[src/verilog/wpq_map.vh]
// Operation
// - On a permanent-flag query the device acknowledges only while the permanent flag is clear.
// - A reversible-flag query is acknowledged only while the reversible flag is clear, or with select pin 0 high only while the permanent flag is clear.
// - A set reversible flag write-protects the lower half reversibly only while the permanent flag is clear.
// - Permanent query byte is 0110, then the three chip select pin levels, then a one.
// - Reversible query byte is 0110, 001, then a one, and applies only with select pins 2 and 1 low.
`ifndef WPQ_MAP_VH
`define WPQ_MAP_VH

// ----------------------------------------
// Query byte fields, bit count and settle count
// ----------------------------------------
`define WPQ_PREAMBLE      4'h6
`define WPQ_REVERSIBLE_PROTECT_FLAG_SELECT   3'h1
`define WPQ_READ_BIT      1'h1
`define WPQ_PRE_MSB       7
`define WPQ_PRE_LSB       4
`define WPQ_SEL_MSB       3
`define WPQ_SEL_LSB       1
`define WPQ_RW_BIT        0
`define WPQ_BIT_COUNT     4'h8
`define WPQ_SETTLE_COUNT  2'h2

`endif

[src/verilog/wpq_status_query.v]
`timescale 1ns/100ps
`default_nettype none
`include "wpq_map.vh"

module wpq_status_query (
   input  wire       clk_sys,
   input  wire       reset,
   input  wire       scl_in,
   input  wire       sda_in,
   output reg        sda_oe_n,
   input  wire       chip_select_pin_0,
   input  wire       chip_select_pin_1,
   input  wire       chip_select_pin_2,
   input  wire       permanent_protect_flag,
   input  wire       reversible_protect_flag,
   output reg        lower_half_protect,
   output reg        lower_half_reversible
);

   // ----------------------------------------
   // States
   // ----------------------------------------
   localparam ST_IDLE  = 4'b0001;
   localparam ST_SHIFT = 4'b0010;
   localparam ST_ACK   = 4'b0100;
   localparam ST_WAIT  = 4'b1000;

   // ----------------------------------------
   // Input synchronisers
   // ----------------------------------------
   wire [6:0] pins_sync;
   wpq_sync #(
      .WIDTH (7)
   ) u_sync (
      .clk_sys  (clk_sys),
      .reset    (reset),
      .pin_in   ({scl_in, sda_in, chip_select_pin_2, chip_select_pin_1,
                  chip_select_pin_0, permanent_protect_flag, reversible_protect_flag}),
      .pin_sync (pins_sync)
   );
   wire scl    = pins_sync[6];
   wire sda    = pins_sync[5];
   wire [2:0] sel = pins_sync[4:2];
   wire pflag  = pins_sync[1];
   wire rflag  = pins_sync[0];

   // ----------------------------------------
   // Registers and next values
   // ----------------------------------------
   // Registered state
   reg        scl_d;
   reg        sda_d;
   reg  [3:0] state;
   reg  [3:0] bit_cnt;
   reg  [7:0] shreg;
   reg        ack_on;
   reg  [1:0] settle_cnt;
   // Next values
   reg  [3:0] next_state;
   reg  [3:0] next_bit_cnt;
   reg  [7:0] next_shreg;
   reg        next_ack_on;
   reg        next_sda_oe_n;
   reg        next_protect;
   reg        next_reversible;
   // Synchroniser output real once this is set
   wire       settled = (settle_cnt == `WPQ_SETTLE_COUNT);

   // ----------------------------------------
   // Bus conditions
   // ----------------------------------------
   wire scl_rise = scl & ~scl_d;
   wire scl_fall = ~scl & scl_d;
   wire start_c  = scl & scl_d & sda_d & ~sda;
   wire stop_c   = scl & scl_d & ~sda_d & sda;

   // ----------------------------------------
   // Query byte decode
   // ----------------------------------------
   // Byte as completed by this rising edge
   wire [7:0] byte_now = {shreg[6:0], sda};
   wire pre_ok   = byte_now[`WPQ_PRE_MSB:`WPQ_PRE_LSB] == `WPQ_PREAMBLE;
   wire rd_ok    = byte_now[`WPQ_RW_BIT] == `WPQ_READ_BIT;
   wire [2:0] sel_byte = byte_now[`WPQ_SEL_MSB:`WPQ_SEL_LSB];
   // Permanent query addresses this device's own select levels
   wire hit_perm = pre_ok & rd_ok & (sel_byte == sel);
   // Reversible query needs select pins 2 and 1 low
   wire hit_rev  = pre_ok & rd_ok & (sel_byte == `WPQ_REVERSIBLE_PROTECT_FLAG_SELECT)
                   & ~sel[2] & ~sel[1];
   // Acknowledge only while the chosen flag is clear
   wire next_ack = (hit_perm & ~pflag) | (hit_rev & ~rflag & ~hit_perm);

   // ----------------------------------------
   // Edge history
   // ----------------------------------------
   always @(posedge clk_sys) begin
      if (reset) begin
         scl_d <= 1'b1;
         sda_d <= 1'b1;
      end else begin
         scl_d <= scl;
         sda_d <= sda;
      end
   end

   // ----------------------------------------
   // Synchroniser settle count
   // ----------------------------------------
   // Synchronisers leave reset at ones; count two edges before trusting them
   always @(posedge clk_sys) begin
      if (reset) begin
         settle_cnt <= 2'h0;
      end else if (!settled) begin
         settle_cnt <= settle_cnt + 2'h1;
      end
   end

   // ----------------------------------------
   // Query state machine
   // ----------------------------------------
   // Next state, bit count, shift and line enable
   always @* begin
      // Hold everything unless an event moves it
      next_state    = state;
      next_bit_cnt  = bit_cnt;
      next_shreg    = shreg;
      next_ack_on   = ack_on;
      next_sda_oe_n = sda_oe_n;
      if (start_c) begin
         // Any start opens a fresh byte
         next_state    = ST_SHIFT;
         next_bit_cnt  = 4'h0;
         next_sda_oe_n = 1'b1;
      end else if (stop_c) begin
         // Stop abandons whatever was under way
         next_state    = ST_IDLE;
         next_sda_oe_n = 1'b1;
      end else begin
         case (state)
            ST_SHIFT: begin
               // One bit per bus clock rise, msb first
               if (scl_rise) begin
                  next_shreg   = byte_now;
                  next_bit_cnt = bit_cnt + 4'h1;
                  if (bit_cnt == `WPQ_BIT_COUNT - 4'h1) begin
                     next_ack_on = next_ack;
                     next_state  = ST_ACK;
                  end
               end
            end
            ST_ACK: begin
               // Drive low through the ninth clock when ack_on is set
               if (scl_fall) begin
                  next_sda_oe_n = ~ack_on;
                  next_state    = ST_WAIT;
               end
            end
            ST_WAIT: begin
               // Release after ninth clock; no data follows
               if (scl_fall) begin
                  next_sda_oe_n = 1'b1;
                  next_state    = ST_IDLE;
               end
            end
            ST_IDLE: begin
               // Line stays released between queries
               next_sda_oe_n = 1'b1;
            end
            default: begin
               // Unused codes fall back to idle
               next_state    = ST_IDLE;
               next_sda_oe_n = 1'b1;
            end
         endcase
      end
   end

   // ----------------------------------------
   // Query state registers
   // ----------------------------------------
   // All state moves on every edge
   always @(posedge clk_sys) begin
      if (reset) begin
         state    <= ST_IDLE;
         bit_cnt  <= 4'h0;
         shreg    <= 8'h00;
         ack_on   <= 1'b0;
         sda_oe_n <= 1'b1;
      end else begin
         state    <= next_state;
         bit_cnt  <= next_bit_cnt;
         shreg    <= next_shreg;
         ack_on   <= next_ack_on;
         sda_oe_n <= next_sda_oe_n;
      end
   end

   // ----------------------------------------
   // Lower-half protection status
   // ----------------------------------------
   // Frozen while synchronisers settle, so no false protect after reset
   always @* begin
      next_protect    = lower_half_protect;
      next_reversible = lower_half_reversible;
      if (settled) begin
         next_protect    = pflag | rflag;
         next_reversible = rflag & ~pflag;
      end
   end

   // Status outputs straight from flip-flops
   always @(posedge clk_sys) begin
      if (reset) begin
         lower_half_protect    <= 1'b0;
         lower_half_reversible <= 1'b0;
      end else begin
         lower_half_protect    <= next_protect;
         lower_half_reversible <= next_reversible;
      end
   end

endmodule

`default_nettype wire

[src/verilog/wpq_sync.v]
`timescale 1ns/100ps
`default_nettype none

// Two-stage synchroniser for pin levels
module wpq_sync #(
   parameter WIDTH = 1
) (
   input  wire             clk_sys,
   input  wire             reset,
   input  wire [WIDTH-1:0] pin_in,
   output reg  [WIDTH-1:0] pin_sync
);

   reg [WIDTH-1:0] stage_one;

   // First stage only feeds second
   always @(posedge clk_sys) begin
      if (reset) begin
         stage_one <= {WIDTH{1'b1}};
         pin_sync  <= {WIDTH{1'b1}};
      end else begin
         stage_one <= pin_in;
         pin_sync  <= stage_one;
      end
   end

endmodule

`default_nettype wire

[config.mk]
export PLATFORM = sky130hd
export DESIGN_NAME = wpq_status_query
export DESIGN_NICKNAME = d
export VERILOG_FILES = /design/src/verilog/wpq_status_query.v /design/src/verilog/wpq_sync.v
export VERILOG_INCLUDE_DIRS = /design/src /design/src/verilog
export SDC_FILE = /design/constraint.sdc
export NUM_CORES = 1
export LEC_CHECK = 0
export BUFFER_PORTS_ARGS = -buffer_cell sky130_fd_sc_hd__buf_4
export CAP_MARGIN = 20
export CORE_UTILIZATION = 58
export CTS_CLUSTER_SIZE = 28
export DETAILED_ROUTE_END_ITERATION = 8
export GPL_ROUTABILITY_DRIVEN = 0
export PLACE_DENSITY = 0.75
export SYNTH_ARGS = -nofsm -noshare
export SYNTH_HDL_FRONTEND = slang
export SYNTH_HIERARCHICAL = 1
export SYNTH_SLANG_ARGS = --single-unit
[constraint.sdc]
create_clock -name clk_sys -period 1.9 [get_ports clk_sys]
set_input_delay 0.38 -clock clk_sys [delete_from_list [all_inputs] [get_ports clk_sys]]
set_output_delay 0.38 -clock clk_sys [all_outputs]
set_load 0.03 [all_outputs]
==> impl_metrics.csv <==
group,metric,value,unit
power,p_sw,0.3810,mW
final_layout,fillers,219,
route,maxUsedRoutingLayer,"met4",
power,power_frac_seq,50.2,%
hold_path,min_delay_path_depth,2,
route,route.vias.total,1191,
run_status,outcome,"complete, no violations",
cts,clock_path_buffers,2,
synth,yosys_most_used_dff,"dfxtp_1",
critical_path,critPathSlowestCell,"dfxtp_1",
route,wl_met1,1303,µm
critical_path,critPathMaxFanout,12,
critical_path,crit_start,"scl_d",
route,wl,2505,µm
synth,synth.distinct_cells,44,
cts,path_clk_slew,0.10,ns
route,drt_iter0_markers,40,
power,power.leakage,0.6451,nW
route,wl_per_cell,11.87,µm
synth,yosysMostFrequentCell,"dfxtp_1",
power,pwr-share-comb,10.9,%
global_route,grt_antenna_before_repair,0,
power,ir_drop,1.172,mV
cts,clock-root-buffer,"clkbuf_4",
synth,synth_fp_nets,182,
final_layout,antenna_cells,0,
sta,timing.final.crit_share,85.32,%
synth,yosys.area.top_type_share,47.28,%
cts,cts_tree,"built",
critical_path,max_stage_delay,0.42,ns
critical_path,critPathCapture,"state[1]",
cts,clock-sinks,37,
route,met3_wirelength,112,µm
route,firstDrtPassIters,4,
synth,synth_edf_count,0,
cts,clock_latency,0.33,ns
cts,cts_setup_buffers,0,
critical_path,path_class,"reg2reg",
critical_path,r2r_end,"state[1]",
floorplan,io_pins,12,
cts,numCtsBuffers,5,
final_layout,drive_gt1_share,16.02,%
global_route,grt_pass1_wl,3870,µm
floorplan,fp.dieW,53.97,µm
critical_path,path_cells,"and2b_2, o32a_1, or3_1, a221oi_2",
sta,hold_viol,0,
synth,syn_area,1567,µm²
critical_path,r2r_setup_slack,0.28,ns
cts,cts-resized-gates,0,
sta,final.setup.tns,0,ns
sta,fin_skew,0.003490,ns
sta,min_period,1.621,ns
power,switching_share,22.51,%
critical_path,crit_path_end_kind,"flip-flop",
power,p_per_area,982.5,nW/µm²
critical_path,timing.rr.start,"scl_d",
global_route,grt_max_degree,33,
sta,max_freq,616.9,MHz
synth,synth_top_area_cell,"dfxtp_1",
power,clock_power_share,38.9,%
synth,yosys-top-cells-count,"37 x dfxtp_1, 15 x nor2_1, 14 x or2_1",
global_route,first_global_vias,874,
job,maxCapViolCount,0,
place,dp_hpwl,1733,µm
synth,synth.avg_cell_area,9.161,µm²
route,ant_nets,0,
cts,holdBufCountCts,0,
sta,setup_viol,0,
sta,fin_ws,0.2789,ns
power,cellInternalPower,1.312,mW
route,dr_wl_met2,1049,µm
synth,synthCells,171,
hold_path,min_path_type,"in2reg",
critical_path,start_kind,"flip-flop",
route,vias_per_cell,5.645,
synth,synth_seq_cells,37,
final_layout,synthToLayoutAreaGrowth,9.984,%
critical_path,r2r.worst_path.cells,4,
place,placedInstanceArea,1620,µm²
final_layout,final_cell_area,1723,µm²
sta,rsz0062_at_grt,"no",
sta,slew_headroom,71.28,%
cts,h-tree-depth,2,
global_route,gr-total-overflow,0,
place,portBuffers,11,
synth,seq_area_frac_synth,47.28,%
final_layout,num-nets-final,191,
synth,synth-warning-count,6,
synth,synth_area_leaders,"dfxtp_1 47%, or2_1 5.6%, nand3_1 4.2%",
global_route,gr-usage-all-layers,18.85,%
route,drc,0,
floorplan,start_util,62.10,%
floorplan,die_area,2913,µm²
place,post-place-ws,0.3257,ns
floorplan,die_h,53.97,µm
floorplan,fp-row-count,18,
critical_path,arrival,1.87,ns
synth,async_reset_ff_share,0,%
critical_path,worstPathRequired,2.15,ns
floorplan,core_area,2522,µm²
sta,worstMarginPinSlew,0.4262,ns
sta,finalMaxSlewViolations,0,
registers in the layout, summed over array words and instances (netlist names):
register               flops
sda_oe_n                   1
shreg                      7
scl_d                      1
lower_half_protect         1
sda_d                      1
bit_cnt                    4
u_sync/pin_sync            7
settle_cnt                 2
u_sync/stage_one           7
lower_half_reversible      1
state                      4
ack_on                     1
critical path, delay by kind of cell, from the launching register on:
family | cells | cell delay [ns]
AND/OR/NAND/NOR | 2 | 0.68
AO/OA/AOI/OAI | 2 | 0.44
flip-flops | 1 | 0.42
kinds of logic (layout without fill, tap and decap cells):
family / after synthesis / count (layout) / share of synthesized area (%)
and+or+nand+nor: 81 / 81 / 28.11
xor gates and xnor gates: 6 / 6 / 3.355
adders and majority gates: 2 / 2 / 1.597
muxes: 1 / 1 / 0.6390
DFF: 37 / 37 / 47.28
buffers and inverters: 14 / 24 / 5.910
AOI/OAI and AO/OA: 30 / 30 / 13.10
power groups by stage:
stage          logic, mW  clock network (mW)  registers [mW]
2_1_floorplan      0.129                   0           0.875
3_3_place_gp       0.172                   0           0.865
3_5_place_dp       0.182                   0           0.868
4_1_cts            0.187               0.669           0.850
5_1_grt            0.210               0.703           0.856
6_report           0.185               0.658           0.850
cell type report:
cell class	instances	area, µm²	area share [%]
multi-input cells	120	733.2	42.56
clock inverters	3	65.06	3.776
well taps	30	37.54	2.179
inverters	3	11.26	0.6536
repair buffers	13	97.59	5.664
clock buffers	5	37.54	2.179
flip-flops and latches	37	740.7	42.99
placed cells by master, fill, tap and decap left out, types with 2 or more instances in the layout:
master     synthesis  routed
nor3_1             4       4
nand3b_1           2       2
ha_1               2       2
nand4_1            2       2
a21o_1             2       2
nor2_1            15      15
xnor2_1            2       2
or2_1             14      14
xor2_1             4       4
dfxtp_1           37      37
a211oi_1           3       3
or2_2              3       3
inv_1              3       3
nand2_1           13      13
a21oi_1           12      12
nor2b_1            3       3
nand2b_1           2       2
bufinv_16          0       2
buf_4              2      13
clkbuf_4           0       5
o21ai_0            2       2
nand3_1           13      13
or3_1              2       2
metrics by stage:
step | utilization [%] | total power, mW | hold slack [ns] | instances
after floorplan | - | 1.004 | 0.3832 | 171
after global placement | 64.24 | 1.036 | 0.3871 | 203
after detailed placement | 64.24 | 1.050 | 0.3957 | 203
after CTS | 68.30 | 1.706 | 0.2077 | 211
after global routing | 68.30 | 1.769 | 0.2003 | 211
final | 68.30 | 1.693 | 0.2167 | 211
worst min path at each step:
| stage | from | end | slack [ns] |
|---|---|---|---|
| 3_3_place_gp | u_sync/stage_one[5] | u_sync/pin_sync[5] | 0.39 |
| 2_1_floorplan | u_sync/stage_one[0] | u_sync/pin_sync[0] | 0.38 |
| 4_1_cts | reversible_protect_flag | u_sync/stage_one[0] | 0.21 |
| 6_report | reversible_protect_flag | u_sync/stage_one[0] | 0.22 |
| 3_5_place_dp | u_sync/stage_one[2] | u_sync/pin_sync[2] | 0.40 |
| 5_1_grt | sda_in | u_sync/stage_one[5] | 0.20 |
layer usage:
metal	global-route usage, %	vias up
met4	8.974	0
met1	26.33	546
met5	0	-
met3	5.932	7
met2	25.93	33
li1	-	605
(Power assumes the default switching activity.)
